<file path="config.mk">
export PLATFORM = sky130hd
export DESIGN_NAME = radio_state_ctrl
export DESIGN_NICKNAME = d
export VERILOG_FILES = /design/src/core/radio_ctrl_pkg.sv /design/src/core/timer_if.sv /design/src/core/radio_state_ctrl.sv /design/src/core/transition_timer.sv
export SDC_FILE = /design/constraint.sdc
export NUM_CORES = 1
export LEC_CHECK = 0
export BUFFER_PORTS_ARGS = -buffer_cell sky130_fd_sc_hd__buf_2
export CORE_MARGIN = 2
export CORE_UTILIZATION = 30
export DETAILED_ROUTE_END_ITERATION = 12
export PLACE_DENSITY = 0.55
export SYNTH_ARGS = -nofsm -noshare
export SYNTH_HDL_FRONTEND = slang
export SYNTH_HIERARCHICAL = 1
export SYNTH_SLANG_ARGS = --single-unit
</file>
<file path="constraint.sdc">
create_clock -name sys_clk -period 3.8 [get_ports sys_clk]
set_input_delay 0.19 -clock sys_clk [delete_from_list [all_inputs] [get_ports sys_clk]]
set_output_delay 0.19 -clock sys_clk [all_outputs]
set_load 0.03 [all_outputs]
</file>
<file path="src/core/radio_ctrl_pkg.sv">
// Purpose: shared constants and types of the radio state controller
// Assumes: one sys_clk cycle per reference oscillator period
// Notes: register map sits on an APB slave, one 32-bit word each
package radio_ctrl_pkg;

	// register byte offsets
	localparam logic [7:0] ADDR_STROBE = 8'h00;
	localparam logic [7:0] ADDR_CFG0   = 8'h04;
	localparam logic [7:0] ADDR_CFG1   = 8'h08;
	localparam logic [7:0] ADDR_CFG2   = 8'h0c;
	localparam logic [7:0] ADDR_GAIN1  = 8'h10;
	localparam logic [7:0] ADDR_PINCFG = 8'h14;
	localparam logic [7:0] ADDR_STATE  = 8'h18;
	localparam logic [7:0] ADDR_STATUS = 8'h1c;

	// strobe codes
	localparam logic [3:0] STB_CAL   = 4'h1;
	localparam logic [3:0] STB_RX    = 4'h2;
	localparam logic [3:0] STB_TX    = 4'h3;
	localparam logic [3:0] STB_SYNTH = 4'h4;
	localparam logic [3:0] STB_IDLE  = 4'h5;

	// field positions
	localparam int AUTOCAL_LSB = 4;
	localparam int CCA_LSB     = 4;
	localparam int RXOFF_LSB   = 2;
	localparam int TXOFF_LSB   = 0;
	localparam int QUAL_BIT    = 3;
	localparam int EARLY_BIT   = 4;
	localparam int RELCS_LSB   = 4;
	localparam int PIN_W       = 4;

	// reset values
	localparam logic [7:0]  CFG0_RST   = 8'h00;
	localparam logic [7:0]  CFG1_RST   = 8'h00;
	localparam logic [7:0]  CFG2_RST   = 8'h00;
	localparam logic [7:0]  GAIN1_RST  = 8'h00;
	localparam logic [11:0] PINCFG_RST = 12'h000;

	// pin signal select codes
	localparam logic [3:0] PIN_SEL_PQT = 4'h8;
	localparam logic [3:0] PIN_SEL_CCA = 4'h9;
	localparam logic [3:0] PIN_SEL_CS  = 4'he;

	// relative carrier sense steps in half-dB units (rssi lsb)
	localparam logic signed [8:0] REL_STEP_6DB  = 9'sh00c;
	localparam logic signed [8:0] REL_STEP_10DB = 9'sh014;
	localparam logic signed [8:0] REL_STEP_14DB = 9'sh01c;

	// field encodings
	localparam logic [1:0] OFF_IDLE  = 2'h0;
	localparam logic [1:0] OFF_SYNTH = 2'h1;
	localparam logic [1:0] OFF_TX    = 2'h2;
	localparam logic [1:0] OFF_RX    = 2'h3;
	localparam logic [1:0] CAL_START = 2'h1;
	localparam logic [1:0] CAL_END   = 2'h2;
	localparam logic [1:0] CAL_END4  = 2'h3;

	// timing, in reference periods and in sys_clk cycles
	localparam int CLK_PER_REF        = 1;
	localparam int CAL_REF_PERIODS    = 18739;
	localparam int SETTLE_REF_PERIODS = 2298;
	localparam int TX_RX_REF_PERIODS  = 560;
	localparam int RX_TX_REF_PERIODS  = 250;
	localparam int CAL_CYCLES         = CAL_REF_PERIODS * CLK_PER_REF;
	localparam int SETTLE_CYCLES      = SETTLE_REF_PERIODS * CLK_PER_REF;
	localparam int TX_RX_CYCLES       = TX_RX_REF_PERIODS * CLK_PER_REF;
	localparam int RX_TX_CYCLES       = RX_TX_REF_PERIODS * CLK_PER_REF;
	localparam int TMR_W              = 15;

	typedef enum logic [3:0] {
		ST_IDLE, ST_CAL, ST_SETTLE, ST_RX, ST_TX, ST_SYNTH_READY,
		ST_TX_TO_RX, ST_RX_TO_TX, ST_TX_UNDERFLOW
	} radio_state_t;

	function automatic logic [4:0] state_number(input radio_state_t s);
		case (s)
			ST_IDLE:         state_number = 5'h01;
			ST_CAL:          state_number = 5'h04;
			ST_SETTLE:       state_number = 5'h03;
			ST_RX:           state_number = 5'h0d;
			ST_TX:           state_number = 5'h13;
			ST_SYNTH_READY:  state_number = 5'h12;
			ST_TX_TO_RX:     state_number = 5'h15;
			ST_RX_TO_TX:     state_number = 5'h10;
			ST_TX_UNDERFLOW: state_number = 5'h16;
			default:         state_number = 5'h00;
		endcase
	endfunction : state_number

endpackage : radio_ctrl_pkg

</file>
<file path="src/core/timer_if.sv">
// Purpose: carrier between the state controller and its transition timer
// Assumes: single sys_clk domain
// Notes: load wins over clear in the same cycle
interface timer_if;
	import radio_ctrl_pkg::*;
	logic             load;
	logic             clear;
	logic [TMR_W-1:0] value;
	logic [TMR_W-1:0] count;
	logic             done;
	modport ctrl (output load, output clear, output value, input count, input done);
	modport tmr  (input load, input clear, input value, output count, output done);
endinterface : timer_if

</file>
<file path="src/core/radio_state_ctrl.sv">
// Purpose: radio operating-state controller with clear channel gating
// Assumes: datapath inputs are on sys_clk; one clock per reference period
// Notes: APB slave answers with one wait-free access phase
//
// Decided for this implementation: the APB register port and the register offsets.
module radio_state_ctrl
	import radio_ctrl_pkg::*;
#(
	parameter int CAL_CYCLES_P = CAL_CYCLES
)(
	// clock and reset
	input  wire logic       sys_clk,
	input  wire logic       rst_n,
	// apb slave
	input  wire logic [7:0] paddr,
	input  wire logic       psel,
	input  wire logic       penable,
	input  wire logic       pwrite,
	input  wire logic [31:0] pwdata,
	output logic [31:0]     prdata,
	output logic            pready,
	output logic            pslverr,
	// receive datapath
	input  wire logic [7:0] rssi,
	input  wire logic       rssi_valid,
	input  wire logic       cs_abs,
	input  wire logic       pkt_receiving,
	input  wire logic       sync_found,
	input  wire logic       pqt_reached,
	input  wire logic       rx_pkt_done,
	input  wire logic       rx_timer_expired,
	// transmit datapath
	input  wire logic       tx_pkt_done,
	input  wire logic       tx_underflow,
	// radio control and pins
	output logic [4:0]      radio_state,
	output logic            synth_on,
	output logic            synth_cal,
	output logic            rx_enable,
	output logic            tx_enable,
	output logic            port1_pin5,
	output logic            port1_pin6,
	output logic            port1_pin7
);
	timer_if tmr ();

	transition_timer transition_timer_i (
		.sys_clk (sys_clk),
		.rst_n   (rst_n),
		.t       (tmr)
	);

	radio_state_t      state_reg, state_next;
	radio_state_t      target_reg, target_next;
	logic [7:0]        cfg0_reg, cfg1_reg, cfg2_reg, gain1_reg;
	logic [11:0]       pincfg_reg;
	logic [3:0]        strobe_code_reg;
	logic              strobe_valid_reg;
	logic              pready_reg, pslverr_reg;
	logic [31:0]       prdata_reg;
	logic [7:0]        rssi_prev_reg;
	logic              rssi_seen_reg, rel_cs_reg, rx_first_reg;
	logic [1:0]        auto_idle_cnt_reg;
	logic [2:0]        pin_reg;
	logic [4:0]        state_num_reg;
	logic              synth_reg, cal_reg, rxen_reg, txen_reg;

	logic [1:0]        auto_cal, cca_policy, after_rx, after_tx, rel_sel;
	logic              carrier_sense, cca_ok, rx_stay, early_exit, auto_idle, cal_at_end;
	logic              go_idle, go_rx, go_tx, go_synth, go_cal;
	logic              wr_en, setup;
	logic signed [8:0] rssi_diff, rel_step;

	assign auto_cal   = cfg0_reg[AUTOCAL_LSB +: 2];
	assign cca_policy = cfg1_reg[CCA_LSB +: 2];
	assign after_rx   = cfg1_reg[RXOFF_LSB +: 2];
	assign after_tx   = cfg1_reg[TXOFF_LSB +: 2];
	assign rel_sel    = gain1_reg[RELCS_LSB +: 2];

	assign go_idle  = strobe_valid_reg && strobe_code_reg == STB_IDLE;
	assign go_rx    = strobe_valid_reg && strobe_code_reg == STB_RX;
	assign go_tx    = strobe_valid_reg && strobe_code_reg == STB_TX;
	assign go_synth = strobe_valid_reg && strobe_code_reg == STB_SYNTH;
	assign go_cal   = strobe_valid_reg && strobe_code_reg == STB_CAL;

	// apb: prdata, pready and pslverr are prepared in the setup cycle
	assign setup = psel && !penable;
	assign wr_en = psel && penable && pwrite && pready_reg;

	function automatic logic mapped(input logic [7:0] a);
		mapped = (a == ADDR_STROBE) || (a == ADDR_CFG0) || (a == ADDR_CFG1) || (a == ADDR_CFG2) ||
		         (a == ADDR_GAIN1) || (a == ADDR_PINCFG) || (a == ADDR_STATE) || (a == ADDR_STATUS);
	endfunction : mapped

	always_ff @(posedge sys_clk) begin
		if (!rst_n) begin
			pready_reg  <= 1'b0;
			pslverr_reg <= 1'b0;
			prdata_reg  <= '0;
		end else begin
			pready_reg  <= setup && !pready_reg;
			pslverr_reg <= setup && !mapped(paddr);
			prdata_reg  <= '0;
			if (setup && !pwrite) begin
				case (paddr)
					ADDR_CFG0:   prdata_reg <= {24'h000000, cfg0_reg};
					ADDR_CFG1:   prdata_reg <= {24'h000000, cfg1_reg};
					ADDR_CFG2:   prdata_reg <= {24'h000000, cfg2_reg};
					ADDR_GAIN1:  prdata_reg <= {24'h000000, gain1_reg};
					ADDR_PINCFG: prdata_reg <= {20'h00000, pincfg_reg};
					ADDR_STATE:  prdata_reg <= {27'h0000000, state_num_reg};
					ADDR_STATUS: prdata_reg <= {28'h0000000, cal_reg, rel_cs_reg, carrier_sense, cca_ok};
					default:     prdata_reg <= '0;
				endcase
			end
		end
	end

	always_ff @(posedge sys_clk) begin
		if (!rst_n) begin
			cfg0_reg   <= CFG0_RST;
			cfg1_reg   <= CFG1_RST;
			cfg2_reg   <= CFG2_RST;
			gain1_reg  <= GAIN1_RST;
			pincfg_reg <= PINCFG_RST;
		end else if (wr_en) begin
			case (paddr)
				ADDR_CFG0:   cfg0_reg   <= pwdata[7:0];
				ADDR_CFG1:   cfg1_reg   <= pwdata[7:0];
				ADDR_CFG2:   cfg2_reg   <= pwdata[7:0];
				ADDR_GAIN1:  gain1_reg  <= pwdata[7:0];
				ADDR_PINCFG: pincfg_reg <= pwdata[11:0];
				default:     ;
			endcase
		end
	end

	// strobes act one cycle after the write completes; unknown codes are dropped
	always_ff @(posedge sys_clk) begin
		if (!rst_n) begin
			strobe_valid_reg <= 1'b0;
			strobe_code_reg  <= '0;
		end else begin
			strobe_valid_reg <= wr_en && paddr == ADDR_STROBE &&
			                    pwdata[3:0] >= STB_CAL && pwdata[3:0] <= STB_IDLE;
			strobe_code_reg  <= pwdata[3:0];
		end
	end

	// relative carrier sense: set on a rise, cleared on an equal fall
	always_comb begin
		rssi_diff = $signed({rssi[7], rssi}) - $signed({rssi_prev_reg[7], rssi_prev_reg});
		case (rel_sel)
			2'h1:    rel_step = REL_STEP_6DB;
			2'h2:    rel_step = REL_STEP_10DB;
			default: rel_step = REL_STEP_14DB;
		endcase
	end

	always_ff @(posedge sys_clk) begin
		if (!rst_n) begin
			rssi_prev_reg <= '0;
			rssi_seen_reg <= 1'b0;
			rel_cs_reg    <= 1'b0;
		end else if (rel_sel == 2'h0) begin
			rel_cs_reg    <= 1'b0;
			rssi_seen_reg <= 1'b0;
		end else if (rssi_valid) begin
			rssi_prev_reg <= rssi;
			rssi_seen_reg <= 1'b1;
			if (rssi_seen_reg && rssi_diff >= rel_step) begin
				rel_cs_reg <= 1'b1;
			end else if (rssi_seen_reg && rssi_diff <= -rel_step) begin
				rel_cs_reg <= 1'b0;
			end
		end
	end

	assign carrier_sense = cs_abs || rel_cs_reg;

	always_comb begin
		case (cca_policy)
			2'h0:    cca_ok = 1'b1;
			2'h1:    cca_ok = !carrier_sense;
			2'h2:    cca_ok = !pkt_receiving;
			default: cca_ok = !carrier_sense && !pkt_receiving;
		endcase
	end

	// only the first rssi sample of each rx visit may end it early
	always_ff @(posedge sys_clk) begin
		if (!rst_n) begin
			rx_first_reg <= 1'b0;
		end else if (state_next == ST_RX && state_reg != ST_RX) begin
			rx_first_reg <= 1'b1;
		end else if (rssi_valid) begin
			rx_first_reg <= 1'b0;
		end
	end

	assign rx_stay    = sync_found || (cfg2_reg[QUAL_BIT] && pqt_reached);
	assign early_exit = cfg2_reg[EARLY_BIT] && rx_first_reg && rssi_valid && !carrier_sense;
	assign cal_at_end = auto_cal == CAL_END || (auto_cal == CAL_END4 && auto_idle_cnt_reg == 2'h3);

	always_comb begin
		state_next  = state_reg;
		target_next = target_reg;
		auto_idle   = 1'b0;
		tmr.load    = 1'b0;
		tmr.clear   = 1'b0;
		tmr.value   = '0;
		if (go_idle) begin
			state_next = ST_IDLE;
			tmr.clear  = 1'b1;
		end else begin
			case (state_reg)
				ST_IDLE: begin
					if (go_rx || go_tx || go_synth) begin
						target_next = go_rx ? ST_RX : (go_tx ? ST_TX : ST_SYNTH_READY);
						tmr.load    = 1'b1;
						if (auto_cal == CAL_START) begin
							state_next = ST_CAL;
							tmr.value  = TMR_W'(CAL_CYCLES_P);
						end else begin
							state_next = ST_SETTLE;
							tmr.value  = TMR_W'(SETTLE_CYCLES);
						end
					end else if (go_cal) begin
						state_next  = ST_CAL;
						target_next = ST_IDLE;
						tmr.load    = 1'b1;
						tmr.value   = TMR_W'(CAL_CYCLES_P);
					end
				end
				ST_CAL: begin
					if (tmr.done) begin
						state_next = (target_reg == ST_IDLE) ? ST_IDLE : ST_SETTLE;
						if (target_reg != ST_IDLE) begin
							tmr.load  = 1'b1;
							tmr.value = TMR_W'(SETTLE_CYCLES);
						end
					end
				end
				ST_SETTLE, ST_TX_TO_RX, ST_RX_TO_TX: begin
					if (tmr.done) begin
						state_next = target_reg;
					end
				end
				ST_RX: begin
					if ((go_tx || go_synth) && cca_ok) begin
						state_next  = ST_RX_TO_TX;
						target_next = go_tx ? ST_TX : ST_SYNTH_READY;
						tmr.load    = 1'b1;
						tmr.value   = TMR_W'(RX_TX_CYCLES);
					end else if (rx_pkt_done) begin
						case (after_rx)
							OFF_SYNTH, OFF_TX: begin
								state_next  = ST_RX_TO_TX;
								target_next = (after_rx == OFF_TX) ? ST_TX : ST_SYNTH_READY;
								tmr.load    = 1'b1;
								tmr.value   = TMR_W'(RX_TX_CYCLES);
							end
							OFF_RX:  state_next = ST_RX;
							default: auto_idle = 1'b1;
						endcase
					end else if ((rx_timer_expired && !rx_stay) || early_exit) begin
						auto_idle = 1'b1;
					end
				end
				ST_TX: begin
					if (go_rx) begin
						state_next  = ST_TX_TO_RX;
						target_next = ST_RX;
						tmr.load    = 1'b1;
						tmr.value   = TMR_W'(TX_RX_CYCLES);
					end else if (tx_underflow) begin
						state_next = ST_TX_UNDERFLOW;
					end else if (tx_pkt_done) begin
						case (after_tx)
							OFF_SYNTH: state_next = ST_SYNTH_READY;
							OFF_TX:    state_next = ST_TX;
							OFF_RX: begin
								state_next  = ST_TX_TO_RX;
								target_next = ST_RX;
								tmr.load    = 1'b1;
								tmr.value   = TMR_W'(TX_RX_CYCLES);
							end
							default:   auto_idle = 1'b1;
						endcase
					end
				end
				ST_SYNTH_READY: begin
					if (go_tx) begin
						state_next = ST_TX;
					end else if (go_rx) begin
						state_next  = ST_TX_TO_RX;
						target_next = ST_RX;
						tmr.load    = 1'b1;
						tmr.value   = TMR_W'(TX_RX_CYCLES);
					end
				end
				ST_TX_UNDERFLOW: state_next = ST_TX_UNDERFLOW;
				default:         state_next = ST_IDLE;
			endcase
			if (auto_idle) begin
				target_next = ST_IDLE;
				if (cal_at_end) begin
					state_next = ST_CAL;
					tmr.load   = 1'b1;
					tmr.value  = TMR_W'(CAL_CYCLES_P);
				end else begin
					state_next = ST_IDLE;
				end
			end
		end
	end

	always_ff @(posedge sys_clk) begin
		if (!rst_n) begin
			state_reg  <= ST_IDLE;
			target_reg <= ST_IDLE;
		end else begin
			state_reg  <= state_next;
			target_reg <= target_next;
		end
	end

	// counts automatic ends for the every-fourth policy
	always_ff @(posedge sys_clk) begin
		if (!rst_n) begin
			auto_idle_cnt_reg <= '0;
		end else if (auto_idle && !go_idle) begin
			auto_idle_cnt_reg <= auto_idle_cnt_reg + 2'h1;
		end
	end

	always_ff @(posedge sys_clk) begin
		if (!rst_n) begin
			state_num_reg <= state_number(ST_IDLE);
			synth_reg     <= 1'b0;
			cal_reg       <= 1'b0;
			rxen_reg      <= 1'b0;
			txen_reg      <= 1'b0;
		end else begin
			state_num_reg <= state_number(state_next);
			synth_reg     <= state_next != ST_IDLE && state_next != ST_TX_UNDERFLOW;
			cal_reg       <= state_next == ST_CAL;
			rxen_reg      <= state_next == ST_RX;
			txen_reg      <= state_next == ST_TX;
		end
	end

	function automatic logic pin_value(input logic [3:0] sel, input logic cca, input logic cs,
	                                   input logic preamble_quality_threshold);
		case (sel)
			PIN_SEL_CCA: pin_value = cca;
			PIN_SEL_CS:  pin_value = cs;
			PIN_SEL_PQT: pin_value = preamble_quality_threshold;
			default:     pin_value = 1'b0;
		endcase
	endfunction : pin_value

	genvar gi;
	generate
		for (gi = 0; gi < 3; gi++) begin : g_pin
			always_ff @(posedge sys_clk) begin
				if (!rst_n) begin
					pin_reg[gi] <= 1'b0;
				end else begin
					pin_reg[gi] <= pin_value(pincfg_reg[gi*PIN_W +: PIN_W], cca_ok, carrier_sense,
					                         pqt_reached);
				end
			end
		end
	endgenerate

	assign prdata      = prdata_reg;
	assign pready      = pready_reg;
	assign pslverr     = pslverr_reg;
	assign radio_state = state_num_reg;
	assign synth_on    = synth_reg;
	assign synth_cal   = cal_reg;
	assign rx_enable   = rxen_reg;
	assign tx_enable   = txen_reg;
	assign port1_pin5  = pin_reg[0];
	assign port1_pin6  = pin_reg[1];
	assign port1_pin7  = pin_reg[2];

	idle_strobe_a: assert property (@(posedge sys_clk) disable iff (!rst_n)
		go_idle |=> state_reg == ST_IDLE) else $error("idle strobe did not reach idle");
	no_idle_cal_a: assert property (@(posedge sys_clk) disable iff (!rst_n)
		go_idle ##1 1'b1 |-> !synth_cal) else $error("idle strobe started calibration");
	cca_block_a: assert property (@(posedge sys_clk) disable iff (!rst_n)
		(state_reg == ST_RX && (go_tx || go_synth) && !cca_ok && !go_idle && !rx_pkt_done)
		|=> state_reg != ST_RX_TO_TX) else $error("busy channel did not block tx");
	cca_off_a: assert property (@(posedge sys_clk) disable iff (!rst_n)
		(state_reg == ST_RX && go_tx && cca_policy == 2'h0) |=> state_reg == ST_RX_TO_TX ##1 tmr.count == 15'h00f9)
		else $error("tx strobe with policy 00 did not proceed");
	no_retry_a: assert property (@(posedge sys_clk) disable iff (!rst_n)
		(state_reg == ST_RX && !strobe_valid_reg && !rx_pkt_done) |=> state_reg != ST_RX_TO_TX)
		else $error("tx entered without a strobe");
	tx_abort_a: assert property (@(posedge sys_clk) disable iff (!rst_n)
		(state_reg == ST_TX && go_rx) |=> state_reg == ST_TX_TO_RX && !tx_enable)
		else $error("rx strobe did not abort tx");
	turnaround_len_a: assert property (@(posedge sys_clk) disable iff (!rst_n)
		$rose(state_reg == ST_RX_TO_TX) ##249 (state_reg == ST_RX_TO_TX && !go_idle) |=> state_reg != ST_RX_TO_TX)
		else $error("rx to tx turnaround length wrong");
	cal_len_a: assert property (@(posedge sys_clk) disable iff (!rst_n)
		(state_reg != ST_CAL && state_next == ST_CAL) |=> tmr.count == TMR_W'(CAL_CYCLES_P))
		else $error("calibration not loaded with its length");
	timeout_idle_a: assert property (@(posedge sys_clk) disable iff (!rst_n)
		(state_reg == ST_RX && rx_timer_expired && !rx_stay && !rx_pkt_done && !go_idle && !go_tx && !go_synth
		 && !cal_at_end) |=> state_reg == ST_IDLE) else $error("timeout did not return to idle");
	pin_cca_a: assert property (@(posedge sys_clk) disable iff (!rst_n)
		(pincfg_reg[3:0] == PIN_SEL_CCA && $stable(pincfg_reg)) |=> port1_pin5 == $past(cca_ok))
		else $error("pin does not show clear channel");
endmodule : radio_state_ctrl

</file>
<file path="src/core/transition_timer.sv">
// Purpose: down counter timing calibration, settling and turnaround
// Assumes: loaded value is at least 1
// Notes: done is high in the last cycle of a loaded interval
module transition_timer
	import radio_ctrl_pkg::*;
(
	// clock and reset
	input wire logic sys_clk,
	input wire logic rst_n,
	// controller side
	timer_if.tmr     t
);
	logic [TMR_W-1:0] count_reg;

	always_ff @(posedge sys_clk) begin
		if (!rst_n) begin
			count_reg <= '0;
		end else if (t.load) begin
			count_reg <= t.value;
		end else if (t.clear) begin
			count_reg <= '0;
		end else if (count_reg != '0) begin
			count_reg <= count_reg - 1'b1;
		end
	end

	assign t.count = count_reg;
	assign t.done  = (count_reg == {{(TMR_W-1){1'b0}}, 1'b1});

	load_value_a: assert property (@(posedge sys_clk) disable iff (!rst_n)
		t.load |=> count_reg == $past(t.value)) else $error("timer did not take load value");
endmodule : transition_timer

</file>
==> metrics.md, run 1 <==
| Metric | Value |
|---|---|
| Top achievable clock speed | `between 300 and 400 MHz` |
| First-pass GRT wire length | `around 26000 um` |
| Status | `finished clean` |
| Number of CTS-inserted buffers | `9` |
| CTS Hold Bufs | `0` |
| Worst Hold Class | `in -> reg` |
| Routed len/inst | `15.7 um` |
| CP max FO | `14` |
| Number of fill cells | `between 2000 and 2500` |
| Clock Sink Count | `110` |
| Yosys cell types | `82` |
| Rows | `51` |
| IO Count | `roughly 110` |
| Yosys warning count | `6` |
| Filler-free cell count of the finished design | `around 1100` |
| Inst Count DP | `a little over 1000` |
| CORE AREA | `around 19000 sq um` |
| Final core occ | `a little over a third` |
| Leak | `around 2.6 nW` |
| Initial antenna violation count | `0` |
| CP Launch Type | `register` |
| Post-synth top flop | `dfxtp_1` |
| Number of enable flip-flop cells after synthesis | `0` |
| Post-CTS setup buffer count | `0` |
| Layout cells sized above 1 | `between 10% and 20%` |
| Hold Fails Final Rpt | `0` |
| Slew HR | `29.8%` |
| First-pass DRT Iterations | `6` |
| CP required | `a little over 4 ns` |
| DRC Markers | `0` |
| Routed Antenna Nets | `0` |
| Syn Inst Count | `719` |
| Clk_skew | `0.0118 ns` |
| DRT iter0 DRCs | `390` |
| Worst slack at placement | `~0.55 ns` |
| Routed Wire Length | `about 16000 um` |
| Vias | `5333` |
| Ant. Diodes | `0` |
| Largest net degree at the start of global routing | `between 60 and 70` |
| RSZ-0062 raised after global routing | `no` |
| Mean Syn Cell Area | `just over 8 sq um` |
| Vias in the first global route | `between 4000 and 5000` |
| Hold WS | `between 0.06 and 0.07 ns` |
| Area added between synthesis and finish | `14.7%` |
| Maximum VDD drop | `0.216 mV` |
| Yosys reg bits | `between 100 and 150` |
| CTS resizes | `0` |
| Post-synth ARST share | `0%` |
| Die Area | `a little over 20000 sq um` |
| Total gr overflow | `0` |
| CP Data Arrival Time | `about 3.5 ns` |
| Die Ht | `144 um` |
| Final WS setup | `0.509 ns` |
| Final setup fails | `0` |
| Post-layout net count | `between 800 and 900` |
| CTS tree | `built` |
| Fin. max-slew vios | `0` |
| Critical path type | `reg -> reg` |
| Largest register FFs | `15` |
| Max Buffers Root-to-Sink | `2` |
| DP Wirelength | `about 12000 um` |
| Setup_tns | `0 ns` |
| Worst-margin pin slew | `about 1.0 ns` |
| Clk Tree Root Cell | `clkbuf_16` |
| Tmin final | `3.29 ns` |
| DR vias/cell | `approximately 5` |
| GR Util All Layers | `16.2%` |
| Die X | `about 140 um` |
| Clock latency on the worst-skew pair | `between 0.3 and 0.4 ns` |
| Final Cycle Share | `around 87%` |
| Critical path capture point type | `register` |
| H-tree levels | `3` |
| Max cap viols | `0` |
| Synthesized area | `between 5000 and 6000 sq um` |
| I/O Buffers | `67` |
| Reg clk slew, reported paths | `roughly 0.080 ns` |
| Initial Utilization | `slightly above 30%` |
| GP Congestion | `between 0.9 and 1` |
| Pwr/cell area | `452 nW/um^2` |
| Sequential area share after synthesis | `between 30% and 40%` |
## cell usage after synthesis, types with 11 or more instances
cell type	count	area share, %
a22oi_1	19	2.4
clkbuf_1	25	1.6
dfxtp_1	110	38
inv_1	27	1.7
ha_1	17	3.6
nand3_1	49	4.2
buf_4	20	2.6
o21ai_0	28	2.4
a21oi_1	72	6.2
nand2b_1	13	1.4
and2_1	11	1.2
nand2_1	88	5.7
nor3_1	16	1.4
nor2_1	59	3.8
## through the flow
step / power (W) / instance area, sq um
global route: 0.00319 / 6700
floorplan: 0.00192 / 5920
finish: 0.00303 / 6700
global placement: 0.00209 / 6400
CTS: 0.00305 / 6700
detailed placement: 0.00208 / 6400
## layout by cell type, fill, tap and decap left out, types with 5 or more instances in the layout
cell,instances
o21ai_0,28
buf_4,15
and4_1,5
a21oi_1,72
nand3_1,49
dfxtp_1,110
a31oi_1,8
a22oi_1,19
nor4_1,6
o31ai_1,5
nand2b_1,13
and3_1,5
nor3_1,16
nand4_1,7
inv_1,27
mux2i_1,8
and2_1,11
clkbuf_16,9
nor2_1,59
nand2_1,88
conb_1,24
a222oi_1,6
ha_1,17
buf_2,67
nand3b_1,5
o211ai_1,5
## per-layer routing
layer | vias to the layer above | wire length, um | GRT usage [%]
li1 | 2674 | - | -
met1 | 2522 | 7690 | 21.8
met2 | 121 | 7880 | 26.7
met3 | 16 | 675 | 2.67
met4 | 0 | 242 | 4.95
met5 | - | 0 | 0
## cell families after synthesis
family / count (synthesis) / share of synthesized area [%]
compound gates: 193 / 22.0
xor+xnor: 6 / 0.900
mux: 8 / 1.37
buf+inv: 81 / 6.94
flops: 110 / 37.7
other cells: 1 / 0.0642
simple gates: 302 / 27.0
fa+ha+maj: 18 / 3.99
## power by group
part | switching (W) | leakage (nW) | internal [W]
logic | 0.000420 | 1.53 | 0.000332
registers | 0.0000905 | 0.890 | 0.00123
clock network | 0.000496 | 0.143 | 0.000466
## area by class of cell
| type | instances | area (sq um) | area share [%] |
|---|---|---|---|
| multi-input cells | 551 | 3320 | 49.5 |
| flip-flops and latches | 110 | 2200 | 32.9 |
| repair buffers | 82 | 448 | 6.69 |
| well taps | 265 | 332 | 4.95 |
| clock buffers | 10 | 229 | 3.42 |
| inverters | 28 | 105 | 1.57 |
| clock inverters | 6 | 62.6 | 0.934 |
## worst max-delay path, cell delays in order (launching register included)
cell and delay, ns:
dfxtp_1 0.55, and3b_1 0.26, o2111ai_4 0.15, o2111a_1 0.29, o21ai_4 0.33, o22ai_1 0.17, a31o_2 0.25, or2_1 0.22
nor2_1 0.09, buf_4 0.21, nand3_1 0.29, nand2_1 0.29, o2bb2ai_1 0.08
## final timing paths
check / from / slack (ns) / cells after the start / end
setup reg to reg: strobe_code_reg[0]$_SDFF_PN0_ / 0.51 / 12 / transition_timer_i/t.count[4]$_SDFFE_PN0P_
hold reg to reg: pready$_SDFF_PN0_ / 0.44 / 1 / pready$_SDFF_PN0_
setup / recovery: strobe_code_reg[0]$_SDFF_PN0_ / 0.51 / 12 / transition_timer_i/t.count[4]$_SDFFE_PN0P_
hold / removal: pwdata[11] / 0.06 / 3 / pincfg_reg[11]$_SDFFE_PN0P_
No activity file was read; power rests on OpenSTA's default activity.
==> run 2: changes to the inputs <==
CORE_ASPECT_RATIO = 0.9   (was default)
HOLD_SLACK_MARGIN = 0.08   (was default)
==> metrics.md, run 2 (synthesized netlist as in run 1, its figures left out) <==
| Metric | Value |
|---|---|
| Setup_tns | `0 ns` |
| Clock Sink Count | `110` |
| CP Launch Type | `register` |
| RSZ-0062 raised after global routing | `no` |
| Slew HR | `about a third` |
| Clk_skew | `between 0.02 and 0.025 ns` |
| CP Data Arrival Time | `about 3.6 ns` |
| Fin. max-slew vios | `0` |
| Final setup fails | `0` |
| Top achievable clock speed | `between 300 and 400 MHz` |
| Highest-count cells in the layout ignoring fill and taps | `110 x dfxtp_1, 88 x nand2_1, 72 x a21oi_1, 67 x buf_2, 59 x nor2_1` |
| I/O Buffers | `between 60 and 70` |
| Worst-margin pin slew | `0.989 ns` |
| Initial Utilization | `approximately 30%` |
| Vias | `5409` |
| First-pass DRT Iterations | `5` |
| Routed Wire Length | `16300 um` |
| Met2 routed WL | `roughly 6700 um` |
| Top layer in use | `met4` |
| Hold Fails Final Rpt | `0` |
| Total gr overflow | `0` |
| DRC Markers | `0` |
| Final WS setup | `0.533 ns` |
| GR Util All Layers | `roughly 16%` |
| Initial antenna violation count | `0` |
| Largest net degree at the start of global routing | `32` |
| Final Cycle Share | `between 80% and 90%` |
| Number of CTS-inserted buffers | `9` |
| WL met1 | `8020 um` |
| Area added between synthesis and finish | `16.2%` |
| CORE AREA | `approximately 19000 sq um` |
| Leak | `2.62 nW` |
| Pwr/cell area | `about 450 nW/um^2` |
| Reg clk slew, reported paths | `0.09 ns` |
| Critical path type | `reg -> reg` |
| Maximum VDD drop | `0.203 mV` |
| Worst slack at placement | `~0.53 ns` |
| CP required | `4.10 ns` |
| Ant. Diodes | `0` |
| DR vias/cell | `5.17` |
| Routed len/inst | `15.5 um` |
| Largest register FFs | `15` |
| Tmin final | `between 3 and 4 ns` |
| CP max FO | `10` |
| Final core occ | `35.4%` |
| Max Buffers Root-to-Sink | `2` |
| Rows | `48` |
| IO Count | `between 100 and 150` |
| H-tree levels | `3` |
| Worst Hold Class | `in -> reg` |
| First-pass GRT wire length | `26200 um` |
| Status | `finished clean` |
| DRT iter0 DRCs | `about 450` |
| Die Ht | `between 100 and 150 um` |
| GP Congestion | `0.882` |
| DP Wirelength | `between 10000 and 15000 um` |
| Die Area | `20600 sq um` |
| Clock latency on the worst-skew pair | `between 0.3 and 0.4 ns` |
| CTS tree | `built` |
| Critical path capture point type | `register` |
| Routed Antenna Nets | `0` |
| Post-layout net count | `around 870` |
| Metal3 WL | `1200 um` |
| Clk Tree Root Cell | `clkbuf_16` |
| Post-CTS setup buffer count | `0` |
| Vias in the first global route | `between 4000 and 5000` |
| Layout cells sized above 1 | `between 10% and 20%` |
| Die X | `151 um` |
| Most common library cell in the layout ignoring fill and taps | `dfxtp_1` |
| Max cap viols | `0` |
## run 2: layout make-up
class | instances | area (sq um)
clock buffer | 9 | 225
tap | 250 | 313
clock inverter | 7 | 91.3
timing repair buffer | 91 | 526
multi-input combinational | 551 | 3320
inverter | 28 | 105
sequential | 110 | 2200
fill | 2023 | 12400
## run 2: metal layers
metal	global-route usage [%]	up-vias
met2	23.2	206
met5	0	-
met3	3.62	24
met4	5.30	0
li1	-	2697
met1	23.5	2482
## run 2: report_power, final
part / internal, W / leakage, nW / switching, W
combinational: 0.000344 / 1.57 / 0.000425
clock: 0.000483 / 0.155 / 0.000509
sequential: 0.00123 / 0.890 / 0.0000908
## run 2: timing repair
action                    4_1_cts  5_1_grt
hold buffers                    4        0
hold endpoints to repair        4        0
resized for setup               0        0
## run 2: worst paths after layout
| check | start | end | slack, ns | depth (start not counted) |
|---|---|---|---|---|
| setup / recovery | strobe_code_reg[0]$_SDFF_PN0_ | transition_timer_i/t.count[8]$_SDFFE_PN0P_ | 0.53 | 11 |
| hold / removal | rssi[2] | rssi_prev_reg[2]$_SDFFE_PN0P_ | 0.1 | 3 |
| hold reg to reg | pready$_SDFF_PN0_ | pready$_SDFF_PN0_ | 0.45 | 1 |
| setup reg to reg | strobe_code_reg[0]$_SDFF_PN0_ | transition_timer_i/t.count[8]$_SDFFE_PN0P_ | 0.53 | 11 |
## run 2: through the flow
step | std cells | hold slack, ns | total power [W] | area (sq um)
after floorplan | 742 | 0.267 | 0.00192 | 5920
after global placement | 1026 | 0.426 | 0.00210 | 6430
after detailed placement | 1026 | 0.426 | 0.00209 | 6430
after CTS | 1046 | 0.0873 | 0.00309 | 6790
after global routing | 1046 | 0.0974 | 0.00325 | 6790
final | 1046 | 0.0972 | 0.00308 | 6790
## run 2: worst max-delay path: stages, from the launching register on
cell and delay (ns):
dfxtp_1 0.56, and3b_1 0.26, o2111ai_4 0.15, o2111a_1 0.27, o21ai_4 0.33, o22ai_1 0.17
a31o_2 0.24, or2_1 0.22, nor2_1 0.30, nand2_1 0.15, or4_1 0.48, nand3_1 0.09
==> run 3: changes to the inputs <==
CORE_ASPECT_RATIO = 0.6   (was 0.9)
PLACE_DENSITY = 0.53   (was 0.55)
==> metrics.md, run 3 (synthesized netlist as in run 1, its figures left out) <==
| Metric | Value |
|---|---|
| Maximum VDD drop | `between 0.15 and 0.2 mV` |
| Highest-count cells in the layout ignoring fill and taps | `110 x dfxtp_1, 88 x nand2_1, 72 x a21oi_1, 67 x buf_2, 59 x nor2_1` |
| Critical Path Max Stage Delay | `0.48 ns` |
| Critical path capture point type | `register` |
| DRC Markers | `0` |
| Largest net degree at the start of global routing | `59` |
| Area added between synthesis and finish | `16.3%` |
| CP required | `~4 ns` |
| Total power draw | `0.00305 W` |
| Number of fill cells | `slightly above 2000` |
| Critical path type | `reg -> reg` |
| Number of CTS-inserted buffers | `9` |
| CTS resizes | `0` |
| DRT iter0 DRCs | `606` |
| Status | `finished clean` |
| Total gr overflow | `0` |
| Worst Hold Class | `in -> reg` |
| GR Util All Layers | `around 17%` |
| Rows | `39` |
| Post-CTS setup buffer count | `0` |
| Initial Utilization | `between 30% and 40%` |
| Die X | `about 180 um` |
| DP Wirelength | `~13000 um` |
| Post-layout net count | `875` |
| Layout cells sized above 1 | `about 17%` |
| First-pass GRT wire length | `~28000 um` |
| CTS tree | `built` |
| H-tree levels | `3` |
| CP Launch Type | `register` |
| Worst-margin pin slew | `approximately 0.98 ns` |
| CP max FO | `13` |
| Setup_tns | `0 ns` |
| RSZ-0062 raised after global routing | `no` |
| DR vias/cell | `5.30` |
| Pwr/cell area | `roughly 450 nW/um^2` |
| CP max stage cell | `or4_1` |
| Routed Wire Length | `17700 um` |
| Metal3 WL | `roughly 1600 um` |
| Leak | `2.62 nW` |
| Crit path buf inv count | `1` |
| Crit path cell chain | `nor3b_4, o2111ai_4, o2111a_1, o21ai_4, o22ai_1, a31o_2, or2_1, nor2_1, buf_4, nand2_1, or4_1, nand3_1` |
| Top layer in use | `met4` |
| Routed Antenna Nets | `0` |
| Vias in the first global route | `roughly 4800` |
| Most common library cell in the layout ignoring fill and taps | `dfxtp_1` |
| Hold WS | `about 0.1 ns` |
| Fin. max-slew vios | `0` |
| Vias | `roughly 5500` |
| Reg clk slew, reported paths | `around 0.07 ns` |
| Max Buffers Root-to-Sink | `2` |
| Max cap viols | `0` |
| Slew HR | `between 30% and 40%` |
| I/O Buffers | `67` |
| GP Congestion | `slightly below 0.9` |
| Initial antenna violation count | `0` |
| Final Cycle Share | `between 80% and 90%` |
| Final setup fails | `0` |
| Clk_skew | `between 0.01 and 0.015 ns` |
| CP top delay family | `simple AND/OR/NAND/NOR gates` |
| CORE AREA | `roughly 19000 sq um` |
| Largest register FFs | `15` |
| Hold Fails Final Rpt | `0` |
| Die Area | `20600 sq um` |
| IO Count | `108` |
| Worst slack at placement | `about 0.53 ns` |
| Routed len/inst | `around 17 um` |
| Die Ht | `112 um` |
| First-pass DRT Iterations | `5` |
| Top achievable clock speed | `between 300 and 400 MHz` |
| CTS Hold Bufs | `7` |
| Ant. Diodes | `0` |
| WL met1 | `between 9000 and 10000 um` |
| Final core occ | `a little over a third` |
| Clk Tree Root Cell | `clkbuf_16` |
| CP Data Arrival Time | `roughly 3.6 ns` |
| Clock Sink Count | `110` |
| Met2 routed WL | `roughly 6500 um` |
| Tmin final | `approximately 3.3 ns` |
| Clock latency on the worst-skew pair | `roughly 0.35 ns` |
| Final WS setup | `0.474 ns` |
-- run 3: worst paths after layout --
path | startpoint | to | slack [ns] | cells after the start
worst max-delay path | strobe_code_reg[2]$_SDFF_PN0_ | transition_timer_i/t.count[8]$_SDFFE_PN0P_ | 0.47 | 12
worst min-delay path | rssi[6] | rssi_prev_reg[6]$_SDFFE_PN0P_ | 0.1 | 3
worst max register to register | strobe_code_reg[2]$_SDFF_PN0_ | transition_timer_i/t.count[8]$_SDFFE_PN0P_ | 0.47 | 12
worst min register to register | pready$_SDFF_PN0_ | pready$_SDFF_PN0_ | 0.44 | 1
-- run 3: routing by layer --
metal / global-route usage, % / vias up
li1: - / 2691
met1: 29.4 / 2610
met2: 21.4 / 237
met3: 4.38 / 9
met4: 2.72 / 0
met5: 0 / -
-- run 3: report_power, final --
group / switching [W] / internal [W] / leakage, nW / total [W]
combinational: 0.000450 / 0.000344 / 1.59 / 0.000793
sequential: 0.0000898 / 0.00123 / 0.890 / 0.00132
clock: 0.000459 / 0.000487 / 0.135 / 0.000946
total: 0.000999 / 0.00206 / 2.62 / 0.00305
-- run 3: worst min-delay path, stage by stage --
cell     delay [ns]
buf_2          0.09
mux2i_1        0.06
nor2_1         0.07
-- run 3: per-stage QoR --
stage / cells / area, sq um
after global routing: 1046 / 6790
after detailed placement: 1023 / 6420
after global placement: 1023 / 6420
after CTS: 1046 / 6790
final: 1046 / 6790
after floorplan: 742 / 5920
-- run 3: layout make-up --
type	count	area [sq um]	area share, %
repair buffers	95	563	8.29
clock buffers	11	253	3.72
inverters	28	105	1.55
well taps	246	308	4.53
flip-flops and latches	110	2200	32.4
clock inverters	5	40.0	0.590
multi-input cells	551	3320	48.9
